[config.mk]
export PLATFORM = sky130hd
export DESIGN_NAME = fes_erase_ctrl
export DESIGN_NICKNAME = d
export VERILOG_FILES = /design/src/fes_pkg.sv /design/src/fes_bus_cycle.sv /design/src/fes_erase_ctrl.sv
export VERILOG_INCLUDE_DIRS = /design/src /design/src/src
export SDC_FILE = /design/constraint.sdc
export NUM_CORES = 1
export LEC_CHECK = 0
export BUFFER_PORTS_ARGS = -buffer_cell sky130_fd_sc_hd__buf_2
export CORE_AREA = 5 5 125 92
export CTS_CLUSTER_SIZE = 20
export DETAILED_ROUTE_END_ITERATION = 12
export DIE_AREA = 0 0 130 97
export PLACE_DENSITY = 0.78
export SLEW_MARGIN = 20
export SYNTH_ARGS = -nofsm -noshare
export SYNTH_HDL_FRONTEND = slang
export SYNTH_SLANG_ARGS = --single-unit
[constraint.sdc]
create_clock -name clk -period 1.69 [get_ports clk]
set_input_delay 0.0845 -clock clk [delete_from_list [all_inputs] [get_ports clk]]
set_output_delay 0.0845 -clock clk [all_outputs]
set_load 0.02 [all_outputs]
[src/fes_defines.svh]
// Constants for the flash erase and status sequencer controller
`ifndef FES_DEFINES_SVH
`define FES_DEFINES_SVH

// ****************************************************************
// Device command codes
// ****************************************************************
`define FES_CMD_READ_STATUS  8'h70
`define FES_CMD_BLOCK_SETUP  8'h20
`define FES_CMD_CHIP_SETUP   8'h30
`define FES_CMD_CONFIRM      8'hd0
`define FES_CMD_CLEAR_STATUS 8'h50
`define FES_CMD_READ_ARRAY   8'hff

// ****************************************************************
// Status bit positions
// ****************************************************************
`define FES_SR_READY   7
`define FES_SR_ESUSP   6
`define FES_SR_EFAIL   5
`define FES_SR_PFAIL   4
`define FES_SR_SUPPLY  3
`define FES_SR_PSUSP   2
`define FES_SR_PROTECT 1
`define FES_SR_RSVD    0
`define FES_SR_MASK    8'hfe

// ****************************************************************
// Controller register offsets
// ****************************************************************
`define FES_REG_CTRL   4'h0
`define FES_REG_ADDR   4'h1
`define FES_REG_STATUS 4'h2
`define FES_REG_RESULT 4'h3
`define FES_REG_FLASH  4'h4

// ****************************************************************
// Control field positions and reset values
// ****************************************************************
`define FES_CTRL_GO    0
`define FES_CTRL_CHIP  1
`define FES_CTRL_CHECK 2
`define FES_CTRL_CLEAR 3
`define FES_ADDR_RESET 20'h00000

// ****************************************************************
// Bus cycle timing, in ns, and derived clock counts
// ****************************************************************
`define FES_CLK_NS     20
`define FES_WE_NS      60
`define FES_OE_NS      100
`define FES_WE_CYC     ((`FES_WE_NS + `FES_CLK_NS - 1) / `FES_CLK_NS)
`define FES_OE_CYC     ((`FES_OE_NS + `FES_CLK_NS - 1) / `FES_CLK_NS)

`endif

[src/fes_pkg.sv]
// Types for the flash erase and status sequencer controller
package fes_pkg;

  typedef enum logic [2:0] {
    FES_RES_OK,
    FES_RES_SUPPLY,
    FES_RES_PROTECT,
    FES_RES_SEQ,
    FES_RES_ERASE,
    FES_RES_BUSY
  } fes_result_t;

endpackage : fes_pkg

[src/fes_bus_cycle.sv]
// One timed write or read cycle on the parallel flash bus
`timescale 1ns/1ps
`include "fes_defines.svh"

module fes_bus_cycle #(
  parameter int ADDR_W = 20
) (
  input  wire logic              clk,
  input  wire logic              rstn,
  input  wire logic              ce,
  input  wire logic              start,
  input  wire logic              isWrite,
  input  wire logic [ADDR_W-1:0] addrIn,
  input  wire logic [7:0]        dataIn,
  input  wire logic [7:0]        flashDqIn,
  output logic                   done,
  output logic [7:0]             readData,
  output logic [ADDR_W-1:0]      flashAddr,
  output logic [7:0]             flashDqOut,
  output logic                   flashDqOe,
  output logic                   flashCeN,
  output logic                   flashWeN,
  output logic                   flashOeN
);

  // ****************************************************************
  // Cycle timer
  // ****************************************************************
  localparam logic [3:0] WE_CYC = 4'(`FES_WE_CYC);
  localparam logic [3:0] OE_CYC = 4'(`FES_OE_CYC);

  logic              busy_r, busy_nxt;
  logic              wr_r, wr_nxt;
  logic [3:0]        cnt_r, cnt_nxt;
  logic              done_r, done_nxt;
  logic [7:0]        rd_r, rd_nxt;
  logic [ADDR_W-1:0] addr_r, addr_nxt;
  logic [7:0]        dq_r, dq_nxt;
  logic              ceN_r, ceN_nxt;
  logic              weN_r, weN_nxt;
  logic              oeN_r, oeN_nxt;
  logic              dqOe_r, dqOe_nxt;

  always_comb
  begin
    busy_nxt = busy_r;
    wr_nxt   = wr_r;
    cnt_nxt  = cnt_r;
    done_nxt = 1'b0;
    rd_nxt   = rd_r;
    addr_nxt = addr_r;
    dq_nxt   = dq_r;
    if (!busy_r && start)
    begin
      busy_nxt = 1'b1;
      wr_nxt   = isWrite;
      addr_nxt = addrIn;
      dq_nxt   = dataIn;
      cnt_nxt  = isWrite ? WE_CYC : OE_CYC;
    end
    else if (busy_r)
    begin
      if (cnt_r == 4'h1)
      begin
        busy_nxt = 1'b0;
        done_nxt = 1'b1;
        // Sampled at the end of the strobe, after access time
        if (!wr_r)
          rd_nxt = flashDqIn;
      end
      cnt_nxt = cnt_r - 4'h1;
    end
    // Strobes from flops, so the device pins never glitch
    ceN_nxt  = ~busy_nxt;
    weN_nxt  = ~(busy_nxt & wr_nxt);
    oeN_nxt  = ~(busy_nxt & ~wr_nxt);
    dqOe_nxt = busy_nxt & wr_nxt;
  end

  always_ff @(posedge clk or negedge rstn)
  begin
    if (!rstn)
    begin
      busy_r <= 1'b0;
      wr_r   <= 1'b0;
      cnt_r  <= 4'h0;
      done_r <= 1'b0;
      rd_r   <= 8'h00;
      addr_r <= '0;
      dq_r   <= 8'h00;
      ceN_r  <= 1'b1;
      weN_r  <= 1'b1;
      oeN_r  <= 1'b1;
      dqOe_r <= 1'b0;
    end
    else if (ce)
    begin
      busy_r <= busy_nxt;
      wr_r   <= wr_nxt;
      cnt_r  <= cnt_nxt;
      done_r <= done_nxt;
      rd_r   <= rd_nxt;
      addr_r <= addr_nxt;
      dq_r   <= dq_nxt;
      ceN_r  <= ceN_nxt;
      weN_r  <= weN_nxt;
      oeN_r  <= oeN_nxt;
      dqOe_r <= dqOe_nxt;
    end
  end

  assign done       = done_r;
  assign readData   = rd_r;
  assign flashAddr  = addr_r;
  assign flashDqOut = dq_r;
  // Data held one cycle past the write strobe would need a gap; the
  // caller always leaves three idle clock cycles between cycles
  assign flashDqOe  = dqOe_r;
  assign flashCeN   = ceN_r;
  assign flashWeN   = weN_r;
  assign flashOeN   = oeN_r;

endmodule : fes_bus_cycle

[src/fes_erase_ctrl.sv]
// Host side erase sequencer and status checker for a parallel flash
`timescale 1ns/1ps
`include "fes_defines.svh"

// Behaviour
// - Bit 0 reserved, masked when polling
// - Bits 4 and 5 both: sequence error
// - Block erase: 20h then D0h in block
// - Chip erase: 30h then D0h, poll
// - Check after each or series of erasures
// - Check supply, protect, sequence, erase order
// - Clear status before retry after error
// - FFh returns device to array mode
module fes_erase_ctrl
  import fes_pkg::*;
#(
  parameter int ADDR_W = 20
) (
  input  wire logic                 clk,
  input  wire logic                 rstn,
  input  wire logic                 ce,
  input  wire logic [3:0]           regAddr,
  input  wire logic [31:0]          regWdata,
  input  wire logic                 regWr,
  input  wire logic                 regRd,
  output logic      [31:0]          regRdata,
  input  wire logic [7:0]           flashDqIn,
  output logic      [7:0]           flashDqOut,
  output logic                      flashDqOe,
  output logic      [ADDR_W-1:0]    flashAddr,
  output logic                      flashCeN,
  output logic                      flashWeN,
  output logic                      flashOeN,
  output logic                      busy,
  output fes_pkg::fes_result_t      result
);
  import fes_pkg::*;

  typedef enum logic [3:0] {
    ST_IDLE, ST_PRE_CMD, ST_PRE_RD, ST_SETUP, ST_CONFIRM,
    ST_POLL, ST_CLEAR, ST_ARRAY, ST_GAP
  } fes_state_t;

  // ****************************************************************
  // Bus cycle engine
  // ****************************************************************
  logic              cycStart, cycWrite, cycDone;
  logic [7:0]        cycData, cycRdata;
  logic [ADDR_W-1:0] cycAddr;
  logic [ADDR_W-1:0] pAddr;
  logic [7:0]        pDq;
  logic              pDqOe, pCeN, pWeN, pOeN;

  fes_bus_cycle #(.ADDR_W(ADDR_W)) u_cycle (
    .clk        (clk),
    .rstn       (rstn),
    .ce         (ce),
    .start      (cycStart),
    .isWrite    (cycWrite),
    .addrIn     (cycAddr),
    .dataIn     (cycData),
    .flashDqIn  (flashDqIn),
    .done       (cycDone),
    .readData   (cycRdata),
    .flashAddr  (pAddr),
    .flashDqOut (pDq),
    .flashDqOe  (pDqOe),
    .flashCeN   (pCeN),
    .flashWeN   (pWeN),
    .flashOeN   (pOeN)
  );

  // ****************************************************************
  // Sequencer
  // ****************************************************************
  fes_state_t        state_r, state_nxt, after_r, after_nxt;
  logic              issued_r, issued_nxt;
  logic              chip_r, chip_nxt;
  logic              check_r, check_nxt;
  logic [ADDR_W-1:0] addr_r, addr_nxt;
  logic [7:0]        stat_r, stat_nxt;
  fes_result_t       res_r, res_nxt;
  logic              busy_r, busy_nxt;
  logic [31:0]       rdata_r, rdata_nxt;
  logic [7:0]        rawStat;

  // Reserved bit never reaches any decision
  assign rawStat = cycRdata & `FES_SR_MASK;

  function automatic fes_result_t judge(input logic [7:0] s);
    fes_result_t r;
    r = FES_RES_OK;
    // Order matters: a supply abort also sets failure bits
    if (s[`FES_SR_SUPPLY])
      r = FES_RES_SUPPLY;
    else if (s[`FES_SR_PROTECT])
      r = FES_RES_PROTECT;
    else if (s[`FES_SR_EFAIL] && s[`FES_SR_PFAIL])
      r = FES_RES_SEQ;
    else if (s[`FES_SR_EFAIL])
      r = FES_RES_ERASE;
    return r;
  endfunction : judge

  always_comb
  begin
    state_nxt  = state_r;
    after_nxt  = after_r;
    issued_nxt = 1'b0;
    chip_nxt   = chip_r;
    check_nxt  = check_r;
    addr_nxt   = addr_r;
    stat_nxt   = stat_r;
    res_nxt    = res_r;
    busy_nxt   = busy_r;
    rdata_nxt  = 32'h0;
    cycStart   = 1'b0;
    cycWrite   = 1'b1;
    cycData    = `FES_CMD_READ_STATUS;
    cycAddr    = '0;
    case (state_r)
      ST_IDLE:
      begin
        if (regWr && regAddr == `FES_REG_ADDR)
          addr_nxt = regWdata[ADDR_W-1:0];
        if (regWr && regAddr == `FES_REG_CTRL)
        begin
          if (regWdata[`FES_CTRL_CLEAR])
          begin
            busy_nxt  = 1'b1;
            state_nxt = ST_CLEAR;
          end
          else if (regWdata[`FES_CTRL_GO])
          begin
            busy_nxt  = 1'b1;
            chip_nxt  = regWdata[`FES_CTRL_CHIP];
            // Chip erase is always checked; block may defer to a series
            check_nxt = regWdata[`FES_CTRL_CHECK] | regWdata[`FES_CTRL_CHIP];
            res_nxt   = FES_RES_BUSY;
            state_nxt = ST_PRE_CMD;
          end
        end
      end
      ST_PRE_CMD:
      begin
        cycStart   = !issued_r;
        issued_nxt = !cycDone;
        if (cycDone)
        begin
          after_nxt = ST_PRE_RD;
          state_nxt = ST_GAP;
        end
      end
      ST_PRE_RD, ST_POLL:
      begin
        cycStart   = !issued_r;
        cycWrite   = 1'b0;
        issued_nxt = !cycDone;
        // Device keeps answering status, no reissue of 70h needed
        if (cycDone)
        begin
          stat_nxt  = rawStat;
          after_nxt = state_r;
          if (rawStat[`FES_SR_READY])
            after_nxt = (state_r == ST_PRE_RD) ? ST_SETUP : ST_ARRAY;
          if (rawStat[`FES_SR_READY] && state_r == ST_POLL)
            res_nxt = check_r ? judge(rawStat) : FES_RES_OK;
          state_nxt = ST_GAP;
        end
      end
      ST_SETUP:
      begin
        cycStart   = !issued_r;
        cycData    = chip_r ? `FES_CMD_CHIP_SETUP : `FES_CMD_BLOCK_SETUP;
        issued_nxt = !cycDone;
        if (cycDone)
        begin
          after_nxt = ST_CONFIRM;
          state_nxt = ST_GAP;
        end
      end
      ST_CONFIRM:
      begin
        cycStart   = !issued_r;
        cycData    = `FES_CMD_CONFIRM;
        cycAddr    = chip_r ? '0 : addr_r;
        issued_nxt = !cycDone;
        if (cycDone)
        begin
          after_nxt = ST_POLL;
          state_nxt = ST_GAP;
        end
      end
      ST_CLEAR:
      begin
        cycStart   = !issued_r;
        cycData    = `FES_CMD_CLEAR_STATUS;
        issued_nxt = !cycDone;
        if (cycDone)
        begin
          res_nxt   = FES_RES_OK;
          after_nxt = ST_ARRAY;
          state_nxt = ST_GAP;
        end
      end
      ST_ARRAY:
      begin
        cycStart   = !issued_r;
        cycData    = `FES_CMD_READ_ARRAY;
        issued_nxt = !cycDone;
        if (cycDone)
        begin
          after_nxt = ST_IDLE;
          state_nxt = ST_GAP;
        end
      end
      ST_GAP:
      begin
        state_nxt = after_r;
        if (after_r == ST_IDLE)
          busy_nxt = 1'b0;
      end
      default:
        state_nxt = ST_IDLE;
    endcase
    if (regRd)
    begin
      case (regAddr)
        `FES_REG_ADDR:   rdata_nxt = 32'(addr_r);
        `FES_REG_STATUS: rdata_nxt = {31'h0, busy_r};
        `FES_REG_RESULT: rdata_nxt = {29'h0, res_r};
        // Suspend bits shown raw for software
        `FES_REG_FLASH:  rdata_nxt = {24'h0, stat_r};
        default:         rdata_nxt = 32'h0;
      endcase
    end
  end

  always_ff @(posedge clk or negedge rstn)
  begin
    if (!rstn)
    begin
      state_r  <= ST_IDLE;
      after_r  <= ST_IDLE;
      issued_r <= 1'b0;
      chip_r   <= 1'b0;
      check_r  <= 1'b0;
      addr_r   <= `FES_ADDR_RESET;
      stat_r   <= 8'h00;
      res_r    <= FES_RES_OK;
      busy_r   <= 1'b0;
      rdata_r  <= 32'h0;
    end
    else if (ce)
    begin
      state_r  <= state_nxt;
      after_r  <= after_nxt;
      issued_r <= issued_nxt;
      chip_r   <= chip_nxt;
      check_r  <= check_nxt;
      addr_r   <= addr_nxt;
      stat_r   <= stat_nxt;
      res_r    <= res_nxt;
      busy_r   <= busy_nxt;
      rdata_r  <= rdata_nxt;
    end
  end

  assign regRdata   = rdata_r;
  assign busy       = busy_r;
  assign result     = res_r;
  assign flashDqOut = pDq;
  assign flashDqOe  = pDqOe;
  assign flashAddr  = pAddr;
  assign flashCeN   = pCeN;
  assign flashWeN   = pWeN;
  assign flashOeN   = pOeN;

endmodule : fes_erase_ctrl

==> results of run 1 <==
[layout make-up]
class	count	area, um^2	share of cell area [%]
antenna	1	2.50	0.0367
clock inverter	7	77.6	1.14
inverter	9	33.8	0.495
timing repair buffer	186	1460	21.5
sequential	105	2640	38.6
clock buffer	9	225	3.30
tap	132	165	2.42
multi-input combinational	268	2220	32.5
[worst reg2reg max path, cell delays in order (launching register included)]
cell and delay [ns]:
dfrtp_2 0.46, buf_6 0.15, nand3b_1 0.25, a21oi_4 0.21, and3_4 0.30, mux2_4 0.32
[registers in the layout, summed over array words and instances (netlist names), 3 cells and up]
register and flops:
u_cycle.cnt_r 4, u_cycle.flashAddr 20, state_r 4, u_cycle.flashDqOut 5, result 3, addr_r 20
u_cycle.readData 7, after_r 4, regRdata 20, stat_r 7
[report_power, final]
part | internal [uW] | switching [uW] | leakage (uW)
combinational | 2240 | 2230 | 0.00180
sequential | 3210 | 683 | 0.00138
clock | 1160 | 1000 | 0.000140
total | 6610 | 3910 | 0.00332
[per-layer routing]
| metal | vias up | track usage, % | wire length [um] |
|---|---|---|---|
| met5 | - | 0 | 11 |
| met4 | 2 | 6.31 | 476 |
| met3 | 49 | 5.84 | 1420 |
| met2 | 248 | 33.4 | 7480 |
| met1 | 2089 | 29.3 | 6210 |
| li1 | 1788 | - | - |
[layout by cell type (no fill, tap or decap), drive strengths merged, types with 4 or more instances in the layout]
master	count
a22oi	8
nor3	5
buf	156
dlygate4sd3	25
conb	12
nor2	7
dfrtp	102
a22o	12
nand3	4
mux2	46
a21oi	6
o21ai	33
nor4	7
nand2	59
nor2b	6
inv	11
clkbuf	14
o2bb2ai	11
[cells by family (layout without fill, tap and decap cells)]
kind of cell | Yosys count | after routing | share of synthesized area, %
AO/OA/AOI/OAI | 92 | 92 | 13.9
multiplexers | 49 | 49 | 11.6
buffers and inverters | 50 | 211 | 5.92
flip-flops | 105 | 105 | 55.6
XOR/XNOR | 1 | 1 | 0.185
adder cells (fa/ha/maj) | 2 | 2 | 0.529
AND/OR/NAND/NOR | 112 | 112 | 12.2
other | 1 | 13 | 0.0792
[worst max-delay path by stage]
stage,from,to,slack (ns)
6_report,state_r[1],stat_r[6],-0.12
4_1_cts,u_cycle.cnt_r[1],u_cycle.readData[4],-0.11
3_3_place_gp,u_cycle.cnt_r[1],u_cycle.readData[7],-0.07
3_5_place_dp,u_cycle.cnt_r[1],u_cycle.readData[4],-0.14
5_1_grt,state_r[0],u_cycle.flashDqOut[6],-0.15
2_1_floorplan,u_cycle.cnt_r[1],u_cycle.readData[1],-0.06
[per-stage QoR]
stage / util, % / setup TNS [ns] / cell area (um^2) / cells / hold slack, ns
after floorplan: - / -0.850 / 4810 / 423 / -0.211
after global placement: 55.2 / -0.779 / 5570 / 650 / 0.0280
after detailed placement: 55.2 / -2.57 / 5570 / 650 / 0.0252
after CTS: 62.6 / -1.02 / 6310 / 701 / 0.00334
after global routing: 67.7 / -4.31 / 6820 / 717 / 0.0337
final: 67.7 / -2.65 / 6820 / 717 / 0.0364
[what timing repair did]
item / in CTS / in global routing
gates cloned: 2 / 8
pin swaps: 2 / 14
hold buffers: 25 / 0
buffers inserted: 8 / 7
hold endpoints to repair: 62 / 0
setup endpoints to repair: 51 / 70
resized for setup: 19 / 104
==> results_dict.tcl, run 1 <==
set metrics [dict create \
    hold_class "input pin to flip-flop" \
    period_share_pct 107 \
    syn_to_final_growth_pct 44.2 \
    r2r_slack_ns -0.12 \
    critPathCaptureType "flip-flop" \
    dr.pass1.iters 4 \
    worst-setup-path-type "flip-flop to flip-flop" \
    cts_inserted_buffers 9 \
    failed_checks "negative setup slack" \
    min_path_cells 2 \
    irDropWorstVdd_mv 0.845 \
    finalCriticalPeriod_ns 1.81 \
    setup_viol 48 \
    synth_edf_count 0 \
    grt_start_max_net_pins 38 \
    row_count 31 \
    p_per_area_nw_per_um2 1540 \
    drc 0 \
    synth.most_common_cell "dfrtp_1" \
    io_buffers 91 \
    syn_inst 412 \
    relSlewSlack_pct 28.8 \
    start_util_pct 46.9 \
    p_total_uw 10500 \
    crit_required_ns 1.93 \
    drive_gt1_share_pct 49.8 \
    hold_end "addr_r[0]" \
    rsz0062_at_grt "true" \
    status "finished, violations left" \
    path_cells "buf_6 -> nand3b_1 -> a21oi_4 -> and3_4 -> mux2_4" \
    cts.reportedPaths.clkPinSlew_ns 0.08 \
    hp-start "regWdata[0]" \
    start_kind "flip-flop" \
    yosys.area.top_type "dfrtp_1" \
    drv_cap 0 \
    synthArstFlopShare_pct 100 \
    dieArea_um2 12600 \
    yosys-top-cells-count "102 x dfrtp_1, 59 x nand2_1, 46 x mux2_2, 30 x o21ai_0, 19 x buf_4" \
    r2r-start "state_r[1]" \
    ys_ff_latch 105 \
    finalWeightedCongestion 0.856 \
    n_fill_cell 677 \
    fmax_mhz 553 \
    finClkSkew_ns 0.0133 \
    cts.sinks 105 \
    layout_setup_ws_ns -0.117 \
    fp.dieH_um 97 \
    vias_per_cell 5.82 \
    num-nets-final 630 \
    wire_per_inst_um 21.7 \
    place_ws_ns -0.140 \
    synth-seq-area-share_pct 55.6 \
    critPathMaxFanout 7 \
    crit_family "simple AND/OR/NAND/NOR gates" \
    core_um2 10100 \
    finalHoldViolCount 0 \
    synth_cell_type_count 55 \
    insertion_delay_ns 0.36 \
    syn_area_um2 4730 \
    grt_first_pass_wirelength_mm 21.1 \
    cp.arrival_ns 2.04 \
    slowest_delay_ns 0.46 \
    drv_slew 0 \
    num_vias 4176 \
    synthFlopType "dfrtp_1" \
    cts_max_level 3 \
    worst_pin_slew_ns 1.06 \
    grt_pass1_vias 3954 \
    dp_hpwl_mm 8.41 \
    syn_avg_cell_area_um2 11.5 \
    total_leakage_power_uw 0.00332 \
    wirelength_mm 15.6 \
    ctsRootBufferMaster "clkbuf_16" \
    antenna_found_initial 2 \
    synth.area.top_cells "dfrtp_1 54%, mux2_2 11%, nand2_1 4.7%, o21ai_0 3.2%, buf_4 3.0%" \
    crit_buf_inv 1 \
    pin_count 117 \
    cp_slowest_cell "dfrtp_2" \
    gr-total-overflow 0 \
    crit_cells 5 \
    netlist.area_leader.share_pct 53.9 \
    track_usage_pct 21.4 \
    cts_tree "yes" \
    yosysWarnings 0 \
    r2r_cells 5 \
    drtIter0Drc 420 \
    clockBufferDepth 2 \
    fp.dieW_um 130 \
    timing.rr.end "stat_r[6]" \
    antenna_left 0 \
]
No activity file was read; power rests on OpenSTA's default activity.
==> run 2, diff against run 1 <==
--- a/config.mk
+++ b/config.mk
@@ -6,12 +6,13 @@
 export SDC_FILE = /design/constraint.sdc
 export NUM_CORES = 1
 export LEC_CHECK = 0
-export BUFFER_PORTS_ARGS = -buffer_cell sky130_fd_sc_hd__buf_2
-export CORE_AREA = 5 5 125 92
+export CORE_AREA = 5 5 115 85
 export CTS_CLUSTER_SIZE = 20
 export DETAILED_ROUTE_END_ITERATION = 12
-export DIE_AREA = 0 0 130 97
+export DIE_AREA = 0 0 120 90
+export DONT_BUFFER_PORTS = 1
 export PLACE_DENSITY = 0.78
+export SETUP_SLACK_MARGIN = 0.15
 export SLEW_MARGIN = 20
 export SYNTH_ARGS = -nofsm -noshare
 export SYNTH_HDL_FRONTEND = slang
==> run 2 against run 1 <==
Effect of this change: the flow finishes with violations (negative hold slack, negative setup slack); sequential share of layout area fell by 0.17 points; final area rose by 0.44%; clock skew fell by 0.0038 ns; routed wire length rose by 2.9%; flip-flop and latch count did not move; utilization rose by 11 points; count of clock-buffer cells in the layout did not move; critical path depth rose by 1; hold slack got worse by 0.61 ns; critical endpoint is now addr_r[10].
==> results_dict.tcl, run 2 (synthesis results as in run 1) <==
set metrics [dict create \
    grt_start_max_net_pins 106 \
    row_count 29 \
    worst_pin_slew_ns 0.572 \
    timing.rr.end "addr_r[10]" \
    dpl_cell_area_um2 5030 \
    cts.reportedPaths.clkPinSlew_ns 0.07 \
    dpl.cell_count 522 \
    cp.arrival_ns 2.03 \
    antenna_found_initial 0 \
    p_per_area_nw_per_um2 1640 \
    grt_pass1_vias 3819 \
    multi_input_comb_area_um2 2460 \
    track_usage_pct 26.1 \
    r2r-start "state_r[0]" \
    layout_common_cells "99 x dfrtp_1, 36 x buf_4, 35 x mux2_4, 34 x nand2_1, 29 x dlygate4sd3_1" \
    drive_gt1_share_pct 45.4 \
    pin_count 117 \
    final_cells 617 \
    finalWeightedCongestion 0.833 \
    status "finished, violations left" \
    insertion_delay_ns 0.35 \
    setup_viol 75 \
    holdWs_ns -0.570 \
    dr.pass1.iters 5 \
    antenna_left 0 \
    io_buffers 0 \
    setup_tns_ns -4.86 \
    fp.dieW_um 120 \
    cts_tree "yes" \
    dp_hpwl_mm 7.76 \
    p_total_uw 11200 \
    design_area_um2 6850 \
    r2r_slack_ns -0.12 \
    core_um2 8670 \
    total_leakage_power_uw 0.00314 \
    clockBufferDepth 2 \
    relSlewSlack_pct 61.5 \
    rsz0062_at_grt "true" \
    r2r_cells 6 \
    cts_max_level 3 \
    start_kind "flip-flop" \
    failed_checks "negative hold slack, negative setup slack" \
    syn_to_final_growth_pct 44.8 \
    finClkSkew_ns 0.00946 \
    ctsRootBufferMaster "clkbuf_16" \
    mostFrequentLayoutCell "dfrtp_1" \
    wirelength_mm 16.0 \
    critPathMaxFanout 7 \
    dieArea_um2 10800 \
    period_share_pct 107 \
    critPathCaptureType "flip-flop" \
    layout_setup_ws_ns -0.116 \
    fmax_mhz 554 \
    drv_cap 0 \
    num_vias 3967 \
    n_fill_cell 433 \
    start_util_pct 54.6 \
    worst-setup-path-type "flip-flop to flip-flop" \
    fin_util_pct 79.0 \
    crit_required_ns 1.92 \
    gr-total-overflow 0 \
    finalCriticalPeriod_ns 1.81 \
    drtIter0Drc 380 \
    vias_per_cell 6.43 \
    drv_slew 0 \
    grt_first_pass_wirelength_mm 21.8 \
    num-nets-final 555 \
    drc 0 \
    seqCellArea_um2 2640 \
    irDropWorstVdd_mv 1.22 \
    hold_class "input pin to asynchronous set/reset pin" \
    finalHoldViolCount 105 \
    cts_inserted_buffers 9 \
    cts.sinks 105 \
    wire_per_inst_um 26.0 \
    diodes 0 \
    fp.dieH_um 90 \
]
run 2: worst max-delay path, stage by stage, from the launching register on:
cell	delay [ns]
dfrtp_2	0.48
buf_6	0.15
nor3_4	0.23
buf_6	0.17
nand3_4	0.14
clkbuf_16	0.21
mux2_4	0.29
run 2: worst max-delay path by stage:
stage | start | to | slack (ns) | cells past startpoint
finish | state_r[0] | addr_r[10] | -0.12 | 6
global route | state_r[2] | u_cycle.flashDqOut[6] | -0.13 | 8
CTS | u_cycle.cnt_r[1] | u_cycle.readData[2] | -0.08 | 6
detailed placement | u_cycle.cnt_r[1] | u_cycle.flashDqOe | -0.11 | 7
global placement | u_cycle.cnt_r[1] | u_cycle.readData[7] | -0.06 | 6
floorplan | u_cycle.cnt_r[1] | u_cycle.readData[1] | -0.06 | 6
run 2: final cells by class:
class	instances	share of cell area, %
clock buffer	9	3.29
clock inverter	7	1.35
inverter	9	0.493
multi-input combinational	268	35.8
sequential	105	38.4
tap	108	1.97
timing repair buffer	111	18.6
run 2: repair_timing:
item / 4_1_cts / 5_1_grt
pin swaps: 16 / 10
hold endpoints to repair: 148 / 106
gates resized for setup: 127 / 69
endpoints found under the setup margin: 78 / 86
hold buffers: 29 / 1
setup buffers: 29 / 9
gates cloned: 8 / 3
run 2: power by group:
group	total [uW]	internal, uW	switching (uW)
Combinational	4680	2560	2120
Sequential	4300	3210	1090
Clock	2250	1300	949
Total	11200	7070	4150
run 2: per-stage QoR:
| stage | setup WS (ns) | hold WS (ns) |
|---|---|---|
| after detailed placement | -0.109 | -0.208 |
| after global routing | -0.126 | -0.591 |
| after global placement | -0.0611 | -0.207 |
| after CTS | -0.0815 | -0.577 |
| after floorplan | -0.0612 | -0.211 |
| final | -0.116 | -0.570 |
run 2: per-layer routing:
layer | up-vias | track usage (%) | part of all wire, %
li1 | 1640 | - | -
met1 | 1992 | 31.7 | 37
met2 | 256 | 42.1 | 48
met3 | 79 | 9.16 | 9.6
met4 | 0 | 11.6 | 4.8
met5 | - | 0 | 0
